**config.mk**
```make
export PLATFORM = sky130hd
export DESIGN_NAME = clcr_regs
export DESIGN_NICKNAME = d
export VERILOG_FILES = /design/src/hw/clcr_pkg.sv /design/src/hw/clcr_regs.sv
export SDC_FILE = /design/constraint.sdc
export NUM_CORES = 1
export LEC_CHECK = 0
export BUFFER_PORTS_ARGS = -buffer_cell sky130_fd_sc_hd__clkbuf_2
export CORE_MARGIN = 8
export CORE_UTILIZATION = 56
export DETAILED_ROUTE_END_ITERATION = 10
export GPL_TIMING_DRIVEN = 0
export HOLD_SLACK_MARGIN = 0.03
export PLACE_DENSITY = 0.85
export RECOVER_POWER = 100
export SKIP_CTS_REPAIR_TIMING = 1
export SYNTH_ARGS = -nofsm -noshare
export SYNTH_HDL_FRONTEND = slang
export SYNTH_SLANG_ARGS = --single-unit
```
**constraint.sdc**
```tcl
create_clock -name clock -period 5.6 [get_ports clock]
set_input_delay 0.28 -clock clock [delete_from_list [all_inputs] [get_ports clock]]
set_output_delay 0.28 -clock clock [all_outputs]
set_load 0.03 [all_outputs]
```
**src/hw/clcr_pkg.sv**
```systemverilog
// Shared constants and state layout of the core-logic configuration bank
package clcr_pkg;

   // I/O port addresses of the index/data pair
   localparam logic [15:0] IO_INDEX_PORT = 16'h0024;
   localparam logic [15:0] IO_DATA_PORT  = 16'h0028;

   // Register indices
   localparam logic [7:0] IDX_DRAM_CAS   = 8'h0c;
   localparam logic [7:0] IDX_DRAM_WRITE = 8'h0d;
   localparam logic [7:0] IDX_L2_ONE     = 8'h10;
   localparam logic [7:0] IDX_L2_TWO     = 8'h11;
   localparam logic [7:0] IDX_L2_THREE   = 8'h12;
   localparam logic [7:0] IDX_PCI_ONE    = 8'h20;
   localparam logic [7:0] IDX_PCI_SLOT   = 8'h21;
   localparam logic [7:0] IDX_TOP_LOW    = 8'h22;
   localparam logic [7:0] IDX_PCI_TWO    = 8'h23;
   localparam logic [7:0] IDX_IDE_HW     = 8'h60;
   // Drive order: primary master, primary slave, secondary master, secondary slave
   localparam logic [3:0][7:0] IDX_IDE_SETUP    = {8'h70, 8'h6b, 8'h66, 8'h61};
   localparam logic [3:0][7:0] IDX_IDE_RECOVERY = {8'h71, 8'h6c, 8'h67, 8'h62};

   // Writable bit masks, reserved bits stay zero
   localparam logic [7:0] MASK_DRAM_CAS   = 8'hff;
   localparam logic [7:0] MASK_DRAM_WRITE = 8'hff;
   localparam logic [7:0] MASK_L2_ONE     = 8'hff;
   localparam logic [7:0] MASK_L2_TWO     = 8'hff;
   localparam logic [7:0] MASK_L2_THREE   = 8'he1;
   localparam logic [7:0] MASK_PCI_ONE    = 8'hfc;
   localparam logic [7:0] MASK_PCI_SLOT   = 8'hff;
   localparam logic [7:0] MASK_TOP_LOW    = 8'hff;
   localparam logic [7:0] MASK_PCI_TWO    = 8'hff;
   localparam logic [7:0] MASK_IDE_HW     = 8'hfe;
   localparam logic [7:0] MASK_SETUP_PM   = 8'hef;
   localparam logic [7:0] MASK_SETUP      = 8'h0f;
   localparam logic [7:0] MASK_RECOVERY   = 8'hff;

   // Reset values
   localparam logic [7:0] RST_DRAM_CAS   = 8'hfc;
   localparam logic [7:0] RST_DRAM_WRITE = 8'he3;
   localparam logic [7:0] RST_L2_ONE     = 8'h00;
   localparam logic [7:0] RST_L2_TWO     = 8'h00;
   localparam logic [7:0] RST_L2_THREE   = 8'h00;
   localparam logic [7:0] RST_PCI_ONE    = 8'hfc;
   localparam logic [7:0] RST_PCI_SLOT   = 8'h00;
   localparam logic [7:0] RST_TOP_LOW    = 8'h00;
   localparam logic [7:0] RST_PCI_TWO    = 8'he0;
   localparam logic [7:0] RST_IDE_HW     = 8'h00;
   localparam logic [7:0] RST_IDE_TIME   = 8'h00;

   // Timing figures
   localparam logic [3:0] SLOT_PRESCALE_LAST = 4'hf;   // Divide by 16
   localparam logic [4:0] IDE_CODE_ZERO_CLKS = 5'h10;  // Code 0 means 16 clocks
   localparam logic [1:0] IDE_CMD_OFF_SHORT  = 2'h2;
   localparam logic [1:0] IDE_CMD_OFF_LONG   = 2'h3;
   localparam logic [10:0] L2_SIZE_BASE_KB   = 11'h080;

   // Whole block state
   typedef struct packed {
      logic [7:0]      index;
      logic [7:0]      dram_cas;
      logic [7:0]      dram_write;
      logic [7:0]      l2_one;
      logic [7:0]      l2_two;
      logic [7:0]      l2_three;
      logic [7:0]      pci_one;
      logic [7:0]      pci_slot;
      logic [7:0]      top_low;
      logic [7:0]      pci_two;
      logic [7:0]      ide_hw;
      logic [3:0][7:0] ide_setup;
      logic [3:0][7:0] ide_recovery;
      logic [7:0]      rdata;
      logic [3:0]      prescale;
      logic [7:0]      slot_left;
      logic            slot_expired;
      logic            req_meta;
      logic            req_sync;
   } clcr_state_t;

   localparam clcr_state_t CLCR_STATE_RST = '{
      index:        8'h00,
      dram_cas:     RST_DRAM_CAS,
      dram_write:   RST_DRAM_WRITE,
      l2_one:       RST_L2_ONE,
      l2_two:       RST_L2_TWO,
      l2_three:     RST_L2_THREE,
      pci_one:      RST_PCI_ONE,
      pci_slot:     RST_PCI_SLOT,
      top_low:      RST_TOP_LOW,
      pci_two:      RST_PCI_TWO,
      ide_hw:       RST_IDE_HW,
      ide_setup:    {4{RST_IDE_TIME}},
      ide_recovery: {4{RST_IDE_TIME}},
      rdata:        8'h00,
      prescale:     4'h0,
      slot_left:    8'h00,
      slot_expired: 1'b0,
      req_meta:     1'b1,
      req_sync:     1'b1
   };

endpackage

```
**src/hw/clcr_regs.sv**
```systemverilog
// Operation
// [RULE1] EDO read CAS code n gives n+1 clocks
// [RULE2] Refresh pin and EDO probe test bits
// [RULE3] Master read extra wait when bit set
// [RULE4] Master and host write lag one clock
// [RULE5] Write ready point two-bit mode field
// [RULE6] EDO output-disable pulse one or half clock
// [RULE7] Write CAS code gives one to four clocks
// [RULE8] Cache size and cache mode fields
// [RULE9] Hit check point, hit wait, copy-back setup
// [RULE10] Burst read and write rate select bits
// [RULE11] Tag layout and burst order bits
// [RULE12] CPU pin meaning, shadow caching, vendor burst
// [RULE13] Initialize fill and burst fill policies
// [RULE14] SRAM type, master wait, tag delay
// [RULE15] Active-low PCI enables, L1 write-back flag
// [RULE16] Master slot timer removes grant at expiry
// [RULE17] Top of memory in 64K units
// [RULE18] Parity enable and strobe timing bits
// [RULE19] IDE command release two or three clocks
// [RULE20] IDE port swap and decode disables
// [RULE21] Per-command prefetch disables, primary master only
// [RULE22] IDE setup and recovery, zero means sixteen
// [RULE23] Software uses index then data port
// [RULE24] Reserved bits and indices read zero
// [RULE25] Reset restores all default field values
`timescale 1ns/1ps
module clcr_regs
(
   input  wire logic                clock,
   input  wire logic                rst,
   input  wire logic [15:0]         io_addr,
   input  wire logic                io_wr,
   input  wire logic                io_rd,
   input  wire logic [7:0]          io_wdata,
   output logic [7:0]               io_rdata,
   input  wire logic                pci_req_n,
   output logic                     pci_gnt_remove,
   output logic [3:0]               edo_rd_cas_width,
   output logic                     refresh_test_sel,
   output logic                     edo_probe_mode,
   output logic                     master_read_extra_wait,
   output logic                     master_write_lag,
   output logic                     host_write_lag,
   output logic [1:0]               write_ready_point,
   output logic                     edo_oe_pulse,
   output logic [2:0]               wr_cas_width,
   output logic [10:0]              l2_size_kb,
   output logic [1:0]               l2_op_mode,
   output logic [1:0]               hit_check_time,
   output logic                     hit_wait_sel,
   output logic                     copyback_setup,
   output logic                     burst_rd_rate,
   output logic                     burst_wr_rate,
   output logic                     tag_layout_opt,
   output logic                     burst_linear,
   output logic                     page_cache_disable_pin,
   output logic                     shadow_l2_cacheable,
   output logic                     init_fill_policy,
   output logic                     burst_fill_policy,
   output logic                     l2_sram_type,
   output logic                     master_rd_l2_wait,
   output logic                     tag_write_delay,
   output logic                     vendor_wb_burst,
   output logic                     h2p_b2b_dis,
   output logic                     h2p_merge_dis,
   output logic                     h2p_burst_dis,
   output logic                     h2p_post_dis,
   output logic                     p2h_burst_dis,
   output logic                     l1_writeback_cpu,
   output logic [12:0]              top_mem_units,
   output logic                     pci_parity_en,
   output logic                     master_strobe_timing,
   output logic                     ide_prefetch_en,
   output logic [1:0]               ide_cmd_off_clks,
   output logic                     ide_port1_decode_en,
   output logic                     ide_port2_decode_en,
   output logic                     ide_port1_secondary,
   output logic                     ide_wide_mode,
   output logic                     ide_posted_wr,
   output logic [2:0]               ide_cmd_prefetch_dis,
   output logic [3:0][4:0]          ide_setup_clks,
   output logic [3:0][4:0]          ide_rd_recovery_clks,
   output logic [3:0][4:0]          ide_wr_recovery_clks
);
   import clcr_pkg::*;

   clcr_state_t state_ff;    // All registered state
   clcr_state_t nxt_state;   // Next value of the state
   logic        index_hit;   // Index port addressed
   logic        data_hit;    // Data port addressed
   logic        slot_tick;   // Slot timer step
   logic [7:0]  read_value;  // Register selected by index

   // Four-bit IDE code to clock count
   function automatic logic [4:0] ide_clks(input logic [3:0] code);
      ide_clks = (code == 4'h0) ? IDE_CODE_ZERO_CLKS : {1'b0, code};   // [RULE22]
   endfunction

   // Port decode of the I/O pair
   assign index_hit = (io_addr == IO_INDEX_PORT);   // [RULE23]
   assign data_hit  = (io_addr == IO_DATA_PORT);    // [RULE23]

   // Slot timer steps every 16 clocks, or every clock when bypassed
   assign slot_tick = !state_ff.pci_two[5] || (state_ff.prescale == SLOT_PRESCALE_LAST);

   // Read multiplexer over the index
   always_comb
   begin
      read_value = 8'h00;   // Unmapped indices read zero [RULE24]
      unique case (state_ff.index)
         IDX_DRAM_CAS:   read_value = state_ff.dram_cas;
         IDX_DRAM_WRITE: read_value = state_ff.dram_write;
         IDX_L2_ONE:     read_value = state_ff.l2_one;
         IDX_L2_TWO:     read_value = state_ff.l2_two;
         IDX_L2_THREE:   read_value = state_ff.l2_three;
         IDX_PCI_ONE:    read_value = state_ff.pci_one;
         IDX_PCI_SLOT:   read_value = state_ff.pci_slot;
         IDX_TOP_LOW:    read_value = state_ff.top_low;
         IDX_PCI_TWO:    read_value = state_ff.pci_two;
         IDX_IDE_HW:     read_value = state_ff.ide_hw;
         default:        read_value = 8'h00;
      endcase
      for (int i = 0; i < 4; i++)
      begin
         if (state_ff.index == IDX_IDE_SETUP[i])
         begin
            read_value = state_ff.ide_setup[i];
         end
         if (state_ff.index == IDX_IDE_RECOVERY[i])
         begin
            read_value = state_ff.ide_recovery[i];
         end
      end
   end

   // Next-state logic
   always_comb
   begin
      nxt_state = state_ff;
      // Request pin synchroniser
      nxt_state.req_meta = pci_req_n;
      nxt_state.req_sync = state_ff.req_meta;
      // Index port write
      if (io_wr && index_hit)
      begin
         nxt_state.index = io_wdata;   // [RULE23]
      end
      // Data port write, reserved bits masked off
      if (io_wr && data_hit)
      begin
         unique case (state_ff.index)
            IDX_DRAM_CAS:   nxt_state.dram_cas   = io_wdata & MASK_DRAM_CAS;    // [RULE1] [RULE2]
            IDX_DRAM_WRITE: nxt_state.dram_write = io_wdata & MASK_DRAM_WRITE;  // [RULE3] [RULE4]
            IDX_L2_ONE:     nxt_state.l2_one     = io_wdata & MASK_L2_ONE;      // [RULE8] [RULE9]
            IDX_L2_TWO:     nxt_state.l2_two     = io_wdata & MASK_L2_TWO;      // [RULE10] [RULE11]
            IDX_L2_THREE:   nxt_state.l2_three   = io_wdata & MASK_L2_THREE;    // [RULE14] [RULE24]
            IDX_PCI_ONE:    nxt_state.pci_one    = io_wdata & MASK_PCI_ONE;     // [RULE15] [RULE24]
            IDX_PCI_SLOT:   nxt_state.pci_slot   = io_wdata & MASK_PCI_SLOT;    // [RULE16]
            IDX_TOP_LOW:    nxt_state.top_low    = io_wdata & MASK_TOP_LOW;     // [RULE17]
            IDX_PCI_TWO:    nxt_state.pci_two    = io_wdata & MASK_PCI_TWO;     // [RULE17] [RULE18]
            IDX_IDE_HW:     nxt_state.ide_hw     = io_wdata & MASK_IDE_HW;      // [RULE19] [RULE20]
            default:        nxt_state.index      = state_ff.index;              // Ignored [RULE24]
         endcase
         for (int i = 0; i < 4; i++)
         begin
            if (state_ff.index == IDX_IDE_SETUP[i])
            begin
               // Command prefetch bits exist on the primary master only
               nxt_state.ide_setup[i] = io_wdata & ((i == 0) ? MASK_SETUP_PM : MASK_SETUP); // [RULE21]
            end
            if (state_ff.index == IDX_IDE_RECOVERY[i])
            begin
               nxt_state.ide_recovery[i] = io_wdata & MASK_RECOVERY;   // [RULE22]
            end
         end
      end
      // Read data captured on the read strobe
      if (io_rd && index_hit)
      begin
         nxt_state.rdata = state_ff.index;
      end
      else if (io_rd && data_hit)
      begin
         nxt_state.rdata = read_value;
      end
      // Master slot timer
      if (state_ff.req_sync || (state_ff.pci_slot == 8'h00))
      begin
         // Reload while request idle, hold off when disabled
         nxt_state.prescale     = 4'h0;                 // [RULE16]
         nxt_state.slot_left    = state_ff.pci_slot;    // [RULE16]
         nxt_state.slot_expired = 1'b0;
      end
      else if (!state_ff.slot_expired)
      begin
         nxt_state.prescale = state_ff.prescale + 4'h1;
         if (slot_tick)
         begin
            // Value X runs X+1 steps
            if (state_ff.slot_left == 8'h00)
            begin
               nxt_state.slot_expired = 1'b1;          // [RULE16]
            end
            else
            begin
               nxt_state.slot_left = state_ff.slot_left - 8'h01;
            end
         end
      end
   end

   // State register, defaults while reset is high
   always_ff @(posedge clock or posedge rst)
   begin
      if (rst)
      begin
         state_ff <= CLCR_STATE_RST;   // [RULE25]
      end
      else
      begin
         state_ff <= nxt_state;
      end
   end

   // Read data and grant removal
   assign io_rdata       = state_ff.rdata;
   assign pci_gnt_remove = state_ff.slot_expired;   // [RULE16]

   // DRAM timing fields
   assign edo_rd_cas_width       = {1'b0, state_ff.dram_cas[4:2]} + 4'h1;   // [RULE1]
   assign refresh_test_sel       = state_ff.dram_cas[1];                    // [RULE2]
   assign edo_probe_mode         = state_ff.dram_cas[0];                    // [RULE2]
   assign master_read_extra_wait = state_ff.dram_write[7];                  // [RULE3]
   assign master_write_lag       = state_ff.dram_write[6];                  // [RULE4]
   assign host_write_lag         = state_ff.dram_write[5];                  // [RULE4]
   assign write_ready_point      = state_ff.dram_write[4:3];                // [RULE5]
   assign edo_oe_pulse           = state_ff.dram_write[2];                  // [RULE6]
   assign wr_cas_width           = {1'b0, state_ff.dram_write[1:0]} + 3'h1; // [RULE7]

   // Level 2 cache fields
   assign l2_size_kb             = L2_SIZE_BASE_KB << state_ff.l2_one[7:6]; // [RULE8]
   assign l2_op_mode             = state_ff.l2_one[5:4];                    // [RULE8]
   assign hit_check_time         = state_ff.l2_one[3:2];                    // [RULE9]
   assign hit_wait_sel           = state_ff.l2_one[1];                      // [RULE9]
   assign copyback_setup         = state_ff.l2_one[0];                      // [RULE9]
   assign burst_rd_rate          = state_ff.l2_two[7];                      // [RULE10]
   assign burst_wr_rate          = state_ff.l2_two[6];                      // [RULE10]
   assign tag_layout_opt         = state_ff.l2_two[5];                      // [RULE11]
   assign burst_linear           = state_ff.l2_two[4];                      // [RULE11]
   assign page_cache_disable_pin = state_ff.l2_two[3];                      // [RULE12]
   assign shadow_l2_cacheable    = state_ff.l2_two[2];                      // [RULE12]
   assign init_fill_policy       = state_ff.l2_two[1];                      // [RULE13]
   assign burst_fill_policy      = state_ff.l2_two[0];                      // [RULE13]
   assign l2_sram_type           = state_ff.l2_three[7];                    // [RULE14]
   assign master_rd_l2_wait      = state_ff.l2_three[6];                    // [RULE14]
   assign tag_write_delay        = state_ff.l2_three[5];                    // [RULE14]
   assign vendor_wb_burst        = state_ff.l2_three[0];                    // [RULE12]

   // PCI host fields, disables are active high here
   assign h2p_b2b_dis            = state_ff.pci_one[7];                     // [RULE15]
   assign h2p_merge_dis          = state_ff.pci_one[6];                     // [RULE15]
   assign h2p_burst_dis          = state_ff.pci_one[5];                     // [RULE15]
   assign h2p_post_dis           = state_ff.pci_one[4];                     // [RULE15]
   assign p2h_burst_dis          = state_ff.pci_one[3];                     // [RULE15]
   assign l1_writeback_cpu       = state_ff.pci_one[2];                     // [RULE15]
   assign top_mem_units          = {state_ff.pci_two[4:0], state_ff.top_low}; // [RULE17]
   assign pci_parity_en          = state_ff.pci_two[7];                     // [RULE18]
   assign master_strobe_timing   = state_ff.pci_two[6];                     // [RULE18]

   // IDE global fields
   assign ide_prefetch_en        = state_ff.ide_hw[7];                      // [RULE19]
   assign ide_cmd_off_clks       = state_ff.ide_hw[6] ? IDE_CMD_OFF_LONG : IDE_CMD_OFF_SHORT; // [RULE19]
   assign ide_port1_secondary    = state_ff.ide_hw[5];                      // [RULE20]
   assign ide_port1_decode_en    = state_ff.ide_hw[5] ? !state_ff.ide_hw[4] : !state_ff.ide_hw[3]; // [RULE20]
   assign ide_port2_decode_en    = state_ff.ide_hw[5] ? !state_ff.ide_hw[3] : !state_ff.ide_hw[4]; // [RULE20]
   assign ide_wide_mode          = state_ff.ide_hw[2];                      // [RULE19]
   assign ide_posted_wr          = state_ff.ide_hw[1];                      // [RULE19]
   assign ide_cmd_prefetch_dis   = state_ff.ide_setup[0][7:5];              // [RULE21]

   // Per-drive IDE timing counts
   always_comb
   begin
      for (int i = 0; i < 4; i++)
      begin
         ide_setup_clks[i]       = ide_clks(state_ff.ide_setup[i][3:0]);    // [RULE22]
         ide_rd_recovery_clks[i] = ide_clks(state_ff.ide_recovery[i][3:0]); // [RULE22]
         ide_wr_recovery_clks[i] = ide_clks(state_ff.ide_recovery[i][7:4]); // [RULE22]
      end
   end

   // Checks
   a_extra_wait_write: assert property (@(posedge clock) disable iff (rst) // [RULE3]
      (io_wr && data_hit && state_ff.index == IDX_DRAM_WRITE)
      |=> (master_read_extra_wait == $past(io_wdata[7])))
      else $error("extra wait bit not taken from write");

   a_reserved_index_zero: assert property (@(posedge clock) disable iff (rst) // [RULE24]
      (io_rd && data_hit && state_ff.index == 8'h13) |=> (io_rdata == 8'h00))
      else $error("reserved index did not read zero");

   a_l2_unused_zero: assert property (@(posedge clock) disable iff (rst) // [RULE24]
      (io_rd && data_hit && state_ff.index == IDX_L2_THREE) |=> (io_rdata[4:1] == 4'h0))
      else $error("unused cache control bits not zero");

   a_setup_zero_sixteen: assert property (@(posedge clock) disable iff (rst) // [RULE22]
      (io_wr && data_hit && state_ff.index == IDX_IDE_SETUP[3] && io_wdata[3:0] == 4'h0)
      |=> (ide_setup_clks[3] == 5'h10))
      else $error("setup code zero not sixteen clocks");

   a_prefetch_pm_only: assert property (@(posedge clock) disable iff (rst) // [RULE21]
      (io_wr && data_hit && state_ff.index == IDX_IDE_SETUP[1])
      |=> $stable(ide_cmd_prefetch_dis) && (state_ff.ide_setup[1][7:4] == 4'h0))
      else $error("prefetch bits changed by other drive");

   a_slot_reload_idle: assert property (@(posedge clock) disable iff (rst) // [RULE16]
      state_ff.req_sync |=> !pci_gnt_remove)
      else $error("grant removal while request idle");

   a_slot_zero_off: assert property (@(posedge clock) disable iff (rst) // [RULE16]
      (state_ff.pci_slot == 8'h00) [*2] |-> !pci_gnt_remove)
      else $error("disabled slot timer expired");

   a_slot_bypass_len: assert property (@(posedge clock) disable iff (rst) // [RULE16]
      ($fell(state_ff.req_sync) && !state_ff.pci_two[5] && state_ff.pci_slot == 8'h01
       && $stable(state_ff.pci_two) && $stable(state_ff.pci_slot))
      ##1 (!state_ff.req_sync && !pci_gnt_remove) |=> pci_gnt_remove)
      else $error("bypassed slot of two ticks wrong length");

   a_cmd_off_clks: assert property (@(posedge clock) disable iff (rst) // [RULE19]
      (io_wr && data_hit && state_ff.index == IDX_IDE_HW)
      |=> (ide_cmd_off_clks == ($past(io_wdata[6]) ? 2'h3 : 2'h2)))
      else $error("command release count wrong");

   a_top_mem_join: assert property (@(posedge clock) disable iff (rst) // [RULE17]
      (io_wr && data_hit && state_ff.index == IDX_PCI_TWO)
      |=> (top_mem_units[12:8] == $past(io_wdata[4:0])))
      else $error("top of memory high bits wrong");

endmodule

```
==> flow_summary.toml, run 1 <==
[outcome]
status = "finished with violations"
violations = "capacitance limit, slew limit"

[global_routing]
antenna_found_initial = 0
grt_max_degree = 84
grt_pass1_vias = 7352
grt_pass1_wl_mm = 43.8
grt_use_total = 0.293
grt-ovfl-total = 0

[clock_tree]
worstSkewPairLatency_ns = 0.43
cts_tree = "done"
path_clk_slew_ns = 0.07
clk_path_buf_depth = 2
htree_levels = 4
clock_sinks = 155
cts_made_buffers = 17
cts_root_buffer = "clkbuf_16"

[synth]
synth-main-ff-cell = "dfrtp_1"
synth_edf_count = 0
yosysTopAreaCell = "dfrtp_1"
yosys_warnings = 0
synth_area_leaders = "dfrtp_1 (39%), mux2_2 (17%), dfstp_2 (6.8%)"
ys_types = 71
synth-async-reset-ratio = 1.00
syn_avg_cell_area_um2 = 10.7
synth_seq_area_share = 0.459
synth_seq_cells = 155
synth_top_area_frac = 0.391
netlist_instances = 796
netlist_area_um2 = 8520

[setup_path]
reg2reg_depth = 6
critPathKind = "flop to flop"
arrival_ns = 3.89
rrSetupSlack_ns = 2.02
crit_fanout = 10
cp.required_ns = 5.92
cpMaxStageDelayCell = "clkbuf_1"
reg2reg_from = "state_ff[167]"
cpPeakStageDelay_ns = 0.67
critPathLaunchType = "flop"
cp-startpoint = "state_ff[167]"
end_kind = "flop"
crit_chain = "clkbuf_1 > clkbuf_1 > clkbuf_1 > nand2_1 > nor2_1 > mux2_2"
cp_common_cell = "clkbuf_1"

[layout]
area_delta_synth_final_pct = 16.7
mostFrequentLayoutCell = "clkbuf_1"
multiInputGateArea_um2 = 3790
antenna_cells = 0
nets = 1022
seq_area_um2 = 3910
final_cell_mix = "clkbuf_1 (224), dfrtp_1 (133), mux2_2 (128), nand2_1 (40), buf_4 (39)"
design_area_um2 = 9940
fin_util = 0.662
n_fill_cell = 1286
drive_gt1_frac = 0.258

[routing]
drtPass1Iterations = 5
viasPerCell = 6.09
drt-initial-drc-count = 738
drc = 0
drt_wl_total_mm = 28.3
via_count = 7248
wire_per_inst_um = 23.8
final_antenna_net_count = 0

[timing]
final.setup.tns_ns = 0
fin_crit_sh = 0.639
period_minus_slack_ns = 3.58
final-hold-violation-count = 0
max_slew_margin = -1.17
setup_violations = 0
fmax_mhz = 279
rsz0062_at_grt = "false"
fin_skew_ns = 0.0123
tightest_slew_ns = 3.24
drv_slew = 73

[placement]
portBuffers = 165
hpwl_mm = 21.0
place_congestion = 0.988
placed_cell_area_um2 = 9640

[worst_hold_path]
min_delay_path_depth = 2
hold_path.class = "primary input to flop"
worstHoldStart = "io_wdata[7]"

[die]
rows = 45
fp.dieH_um = 139
initial_core_util = 0.567
num_io_pins = 174
coreArea_um2 = 15000
die-area_um2 = 19400
die_w_um = 139

[power_and_ir_drop]
p_leak_nw = 4.42
ir_drop_uv = 224
power.density_nw_per_um2 = 239

[run]
drv_cap = 1
-- logic make-up after synthesis --
logic type	count (synthesis)	share of synthesized area
AOI/OAI and AO/OA	124	0.0959
xor gates and xnor gates	10	0.0103
adders and majority gates	4	0.00587
buffers and inverters	147	0.0847
DFF	155	0.459
muxes	149	0.198
other	2	0.000882
and+or+nand+nor	205	0.146
-- path summary, 6_finish.rpt --
kind                                           to
worst max-delay path                 state_ff[32]
worst min-delay path                 l2_sram_type
worst max register to register       state_ff[32]
worst min register to register        state_ff[0]
max in group asynchronous             io_rdata[3]
min in group asynchronous       master_rd_l2_wait
-- sequential cells by signal, indices dropped and copies added (netlist names), 2 cells and up --
signal	count
write_ready_point	2
io_rdata	8
hit_check_time	2
l2_op_mode	2
top_mem_units	13
state_ff	91
ide_cmd_prefetch_dis	3
-- per-layer routing --
layer	track usage	share of wire	wire, µm	up-vias
li1	-	-	-	3184
met1	0.377	0.41	11600	3625
met2	0.466	0.47	13300	391
met3	0.0797	0.096	2720	48
met4	0.106	0.025	715	0
met5	0	0	0	-
-- Yosys cell counts, types with 4 or more instances --
master and instances:
dfrtp_1 133, mux2_2 132, clkbuf_1 75, nand2_1 40, buf_4 39, o21ai_0 38
nor2_1 27, dfstp_2 22, nor3_1 21, nor4_1 19, a21oi_1 18, nand3_1 15
inv_1 14, mux2i_1 14, a22oi_1 11, nor2b_1 10, buf_1 9, nand3b_1 8
nor3_4 8, buf_2 7, nand2b_1 7, nand4_1 7, o22ai_1 7, a22o_1 6
a31oi_1 6, and2_1 6, xor2_1 6, a211oi_1 5, nor3b_1 5, ha_1 4
nor4b_1 4, o211ai_1 4, xnor2_1 4
-- worst max-delay path: cells and delay by family (launching register included) --
family,cells,cell delay (ns)
and+or+nand+nor,2,0.78
DFF,1,0.49
buffers and inverters,3,1.77
muxes,1,0.41
-- layout make-up --
| class | count | share of cell area |
|---|---|---|
| flip-flops and latches | 155 | 0.393 |
| clock buffers | 19 | 0.0445 |
| multi-input cells | 500 | 0.381 |
| inverters | 15 | 0.00579 |
| repair buffers | 168 | 0.0706 |
| well taps | 188 | 0.0237 |
| plain buffers | 132 | 0.0661 |
| clock inverters | 13 | 0.0156 |
-- report_power, final --
group | switching, mW | total (mW) | internal [mW] | leakage, nW
Sequential | 0.000284 | 1.12 | 1.12 | 2.07
Clock | 0.496 | 1.18 | 0.681 | 0.289
Combinational | 0.0597 | 0.0774 | 0.0177 | 2.06
-- per-stage QoR --
stage | std cells | worst slack [ns] | total power, mW | hold WS, ns
after global placement | 1155 | -0.459 | 1.22 | 0.346
after floorplan | 802 | 1.18 | 1.18 | 0.284
final | 1190 | 2.02 | 2.38 | 0.253
after global routing | 1190 | 1.86 | 2.44 | 0.267
after detailed placement | 1156 | 2.46 | 1.22 | 0.348
after CTS | 1188 | 2.70 | 2.38 | -0.0677
(Power assumes the default switching activity.)
==> run 2, diff against run 1 <==
--- a/config.mk
+++ b/config.mk
@@ -7,11 +7,11 @@
 export LEC_CHECK = 0
 export BUFFER_PORTS_ARGS = -buffer_cell sky130_fd_sc_hd__clkbuf_2
 export CORE_MARGIN = 8
-export CORE_UTILIZATION = 56
+export CORE_UTILIZATION = 50
 export DETAILED_ROUTE_END_ITERATION = 10
 export GPL_TIMING_DRIVEN = 0
 export HOLD_SLACK_MARGIN = 0.03
-export PLACE_DENSITY = 0.85
+export PLACE_DENSITY = 0.81
 export RECOVER_POWER = 100
 export SKIP_CTS_REPAIR_TIMING = 1
 export SYNTH_ARGS = -nofsm -noshare
==> constraint.sdc (replaced) <==
create_clock -name clock -period 3.15 [get_ports clock]
set_input_delay 0.1575 -clock clock [delete_from_list [all_inputs] [get_ports clock]]
set_output_delay 0.1575 -clock clock [all_outputs]
set_load 0.03 [all_outputs]
==> flow_summary.toml, run 2 (synthesized netlist as in run 1, its figures left out) <==
[clock_tree]
clock_sinks = 155
cts_made_buffers = 17
cts_tree = "done"
path_clk_slew_ns = 0.06
cts_root_buffer = "clkbuf_16"
worstSkewPairLatency_ns = 0.43
clk_path_buf_depth = 2
htree_levels = 4

[setup_path]
critPathLaunchType = "flop"
cp.required_ns = 3.45
arrival_ns = 3.34
crit_fanout = 10
end_kind = "flop"
critPathKind = "flop to flop"

[outcome]
violations = "capacitance limit, slew limit"
status = "finished with violations"

[power_and_ir_drop]
power.density_nw_per_um2 = 416
p_leak_nw = 4.46
p_int_mw = 3.25
combPwrFrac = 0.035
clkPwrFrac = 0.489
switchingPower_uw = 936
p_sw_frac = 0.223
seq_power_share = 0.476
ir_drop_uv = 379

[layout]
fin_util = 0.605
drive_gt1_frac = 0.277
nets = 1025
final_cell_mix = "clkbuf_1 (220), dfrtp_1 (133), mux2_2 (132), nand2_1 (40), buf_4 (39)"
antenna_cells = 0
largest_register = "state_ff"
area_delta_synth_final_pct = 18.1
largest_reg_flops = 91
mostFrequentLayoutCell = "clkbuf_1"

[timing]
fmax_mhz = 329
fin_skew_ns = 0.0163
drv_slew = 74
period_minus_slack_ns = 3.04
max_slew_margin = -0.272
final.setup.tns_ns = 0
post-route-worst-setup-slack_ns = 0.109
setup_violations = 0
tightest_slew_ns = 1.91
fin_crit_sh = 0.966
final-hold-violation-count = 0
rsz0062_at_grt = "false"

[die]
num_io_pins = 174
coreArea_um2 = 16600
die_w_um = 147
fp.dieH_um = 147
rows = 47
die-area_um2 = 21500
initial_core_util = 0.512

[routing]
drc = 0
drt_wl_total_mm = 29.2
final_antenna_net_count = 0
drtPass1Iterations = 7
drt-initial-drc-count = 680
viasPerCell = 6.00
wire_per_inst_um = 23.9
via_count = 7356

[placement]
dp_slack_ns = -0.188
place_congestion = 0.979
portBuffers = 165
hpwl_mm = 21.4

[global_routing]
grt-ovfl-total = 0
grt_pass1_vias = 7673
antenna_found_initial = 0
grt_use_total = 0.273
grt_max_degree = 45
grt_pass1_wl_mm = 45.5

[run]
drv_cap = 2

[worst_hold_path]
hold_path.class = "primary input to flop"
run 2: changes by cell type in the layout (fill, tap and decap cells not counted), sizes merged:
cell / change
dlymetal6s4s: +1
clkinv: +4
inv: -6
buf: +4
run 2: per-layer routing:
metal  wire [µm]  part of all wire  GRT usage
met1       12200              0.42      0.351
met2       13600              0.47      0.434
met3        2410             0.082     0.0646
met4        1030             0.035      0.118
met5           0                 0          0
run 2: stage by stage:
step	total power, mW	std cells	instance area [µm²]	hold WS (ns)
after floorplan	2.10	802	8550	0.162
after global placement	2.16	1187	9650	0.245
after detailed placement	2.18	1191	9730	0.138
after CTS	4.19	1223	10300	-0.310
after global routing	4.30	1225	10100	0.128
final	4.19	1225	10100	0.123
run 2: worst paths after layout:
| kind | startpoint | to | slack [ns] | cells after the start |
|---|---|---|---|---|
| setup / recovery | state_ff[167] | state_ff[35] | 0.11 | 6 |
| hold / removal | io_wdata[0] | state_ff[47] | 0.12 | 2 |
| setup reg to reg | state_ff[167] | state_ff[35] | 0.11 | 6 |
| hold reg to reg | nxt_state[0] | state_ff[0] | 0.36 | 0 |
| max in group asynchronous | rst | state_ff[93] | 0.59 | 4 |
| min in group asynchronous | rst | burst_fill_policy | 0.31 | 3 |
run 2: final cells by class:
cell class              instances  area [µm²]
clock inverters                11         118
multi-input cells             500        3840
clock buffers                  21         470
fillers                      1476        6580
inverters                      15        57.6
well taps                     220         275
plain buffers                 132         663
flip-flops and latches        155        3910
repair buffers                171         729
run 2: worst max-delay path, cell delays in order, from the launching register on:
cell and delay (ns):
dfrtp_1 0.49, buf_2 0.33, clkbuf_2 0.38, clkbuf_1 0.68, nand2_1 0.18, nor2_2 0.45, mux2_2 0.40
run 2: power by group through the flow:
stage / Combinational [mW] / Sequential (mW) / Clock, mW
3_3_place_gp: 0.133 / 2.03 / 0
4_1_cts: 0.147 / 2.00 / 2.05
3_5_place_dp: 0.146 / 2.03 / 0
2_1_floorplan: 0.0682 / 2.03 / 0
6_report: 0.146 / 2.00 / 2.05
5_1_grt: 0.157 / 1.99 / 2.14
==> run 3, diff against run 2 <==
--- a/config.mk
+++ b/config.mk
@@ -13,6 +13,7 @@
 export HOLD_SLACK_MARGIN = 0.03
 export PLACE_DENSITY = 0.81
 export RECOVER_POWER = 100
+export REMOVE_ABC_BUFFERS = 1
 export SKIP_CTS_REPAIR_TIMING = 1
 export SYNTH_ARGS = -nofsm -noshare
 export SYNTH_HDL_FRONTEND = slang
==> flow_summary.toml, run 3 (synthesized netlist as in run 1, its figures left out) <==
[die]
fp.dieH_um = 147
num_io_pins = 174
rows = 47
die_w_um = 147
coreArea_um2 = 16600
die-area_um2 = 21500
initial_core_util = 0.512

[timing]
drv_slew = 0
tightest_slew_ns = 1.47
period_minus_slack_ns = 3.04
final-hold-violation-count = 0
fmax_mhz = 329
rsz0062_at_grt = "false"
setup_violations = 0
fin_crit_sh = 0.964
max_slew_margin = 0.0168
fin_skew_ns = 0.0123

[layout]
antenna_cells = 0
design_area_um2 = 9420
mostFrequentLayoutCell = "clkbuf_1"
largest_reg_flops = 91
area_delta_synth_final_pct = 10.6
drive_gt1_frac = 0.271
nets = 891
fin_util = 0.566
final_cell_mix = "clkbuf_1 (142), mux2_2 (131), dfrtp_1 (129), nand2_1 (40), o21ai_0 (38)"
largest_register = "state_ff"

[global_routing]
grt_use_met3 = 0.0584
grt-ovfl-total = 0
grt_pass1_wl_mm = 39.1
grt_use_total = 0.233
grtUsageMet1 = 0.306
antenna_found_initial = 0
grt.busiest_layer = "met2"
grt_max_degree = 85
grtUsageMet2 = 0.357
grt_pass1_vias = 6716

[clock_tree]
htree_levels = 4
clk_path_buf_depth = 2
cts_tree = "done"
path_clk_slew_ns = 0.06
cts_root_buffer = "clkbuf_16"
clock_sinks = 155
cts_made_buffers = 17
worstSkewPairLatency_ns = 0.43

[setup_path]
reg2reg_depth = 4
crit_chain = "nor4bb_4 > and2_1 > nor2b_1 > mux2_2"
cp.required_ns = 3.45
rrSetupSlack_ns = 0.11
end_kind = "flop"
r2r-end = "edo_probe_mode"
cpPeakStageDelay_ns = 0.81
cpMaxStageDelayCell = "nor2b_1"
crit_fanout = 35
critPathLaunchType = "flop"
critPathKind = "flop to flop"
reg2reg_from = "state_ff[167]"
arrival_ns = 3.34

[routing]
wire_per_inst_um = 23.3
final_antenna_net_count = 0
via_count = 6689
drt_wl_total_mm = 25.4
drt-initial-drc-count = 720
drtPass1Iterations = 6
viasPerCell = 6.13
drc = 0

[worst_hold_path]
hold_path.class = "primary input to flop"
hold_end = "io_rdata[4]"
min_delay_path_depth = 5
worstHoldStart = "io_addr[2]"

[outcome]
status = "finished with violations"
violations = "capacitance limit"

[placement]
place_congestion = 0.932
hpwl_mm = 17.5
portBuffers = 165
placed_cell_area_um2 = 9020

[run]
drv_cap = 1

[power_and_ir_drop]
p_leak_nw = 4.12
power.density_nw_per_um2 = 451
ir_drop_uv = 375
## run 3: through the flow
stage / setup slack, ns / TNS (ns) / hold slack [ns] / total power, mW / cells
finish: 0.113 / 0 / 0.237 / 4.25 / 1091
global route: 0.0385 / 0 / 0.233 / 4.35 / 1091
CTS: -0.636 / -10.48 / -0.203 / 4.26 / 1089
detailed placement: -0.584 / -7.75 / 0.247 / 2.15 / 1057
global placement: -2.75 / -402.17 / 0.247 / 2.14 / 1055
floorplan: -1.15 / -153.12 / 0.162 / 2.08 / 670
## run 3: worst max-delay path: cells and delay by family (launching register included)
family | cells | cell delay, ns
multiplexers | 1 | 0.42
AND/OR/NAND/NOR | 3 | 1.79
flip-flops | 1 | 0.71
## run 3: how the worst max path moves through the flow
stage                  startpoint                 to  slack (ns)  depth (start not counted)
floorplan                     rst  burst_fill_policy       -1.15                          1
global placement              rst       state_ff[51]       -2.75                          2
detailed placement  state_ff[167]   refresh_test_sel       -0.58                          4
CTS                 state_ff[167]     edo_probe_mode       -0.64                          4
global route                  rst      state_ff[167]        0.04                          4
finish              state_ff[167]     edo_probe_mode        0.11                          4
## run 3: per-layer routing
metal,share of wire,up-vias
met2,0.47,398
li1,-,2937
met3,0.079,64
met5,0,-
met4,0.034,0
met1,0.42,3290
## run 3: final cells by class
cell class,count,area [µm²]
Clock buffer,21,440
Clock inverter,11,173
Fill cell,1451,7220
Inverter,15,60.1
Multi-Input combinational cell,500,3880
Sequential cell,155,3910
Tap cell,220,275
Timing Repair Buffer,169,686
## run 3: where the power goes
| group | total (mW) | switching, mW | internal [mW] |
|---|---|---|---|
| clock network | 2.13 | 0.806 | 1.33 |
| registers | 2.00 | 0.00227 | 2.00 |
| logic | 0.115 | 0.0962 | 0.0188 |
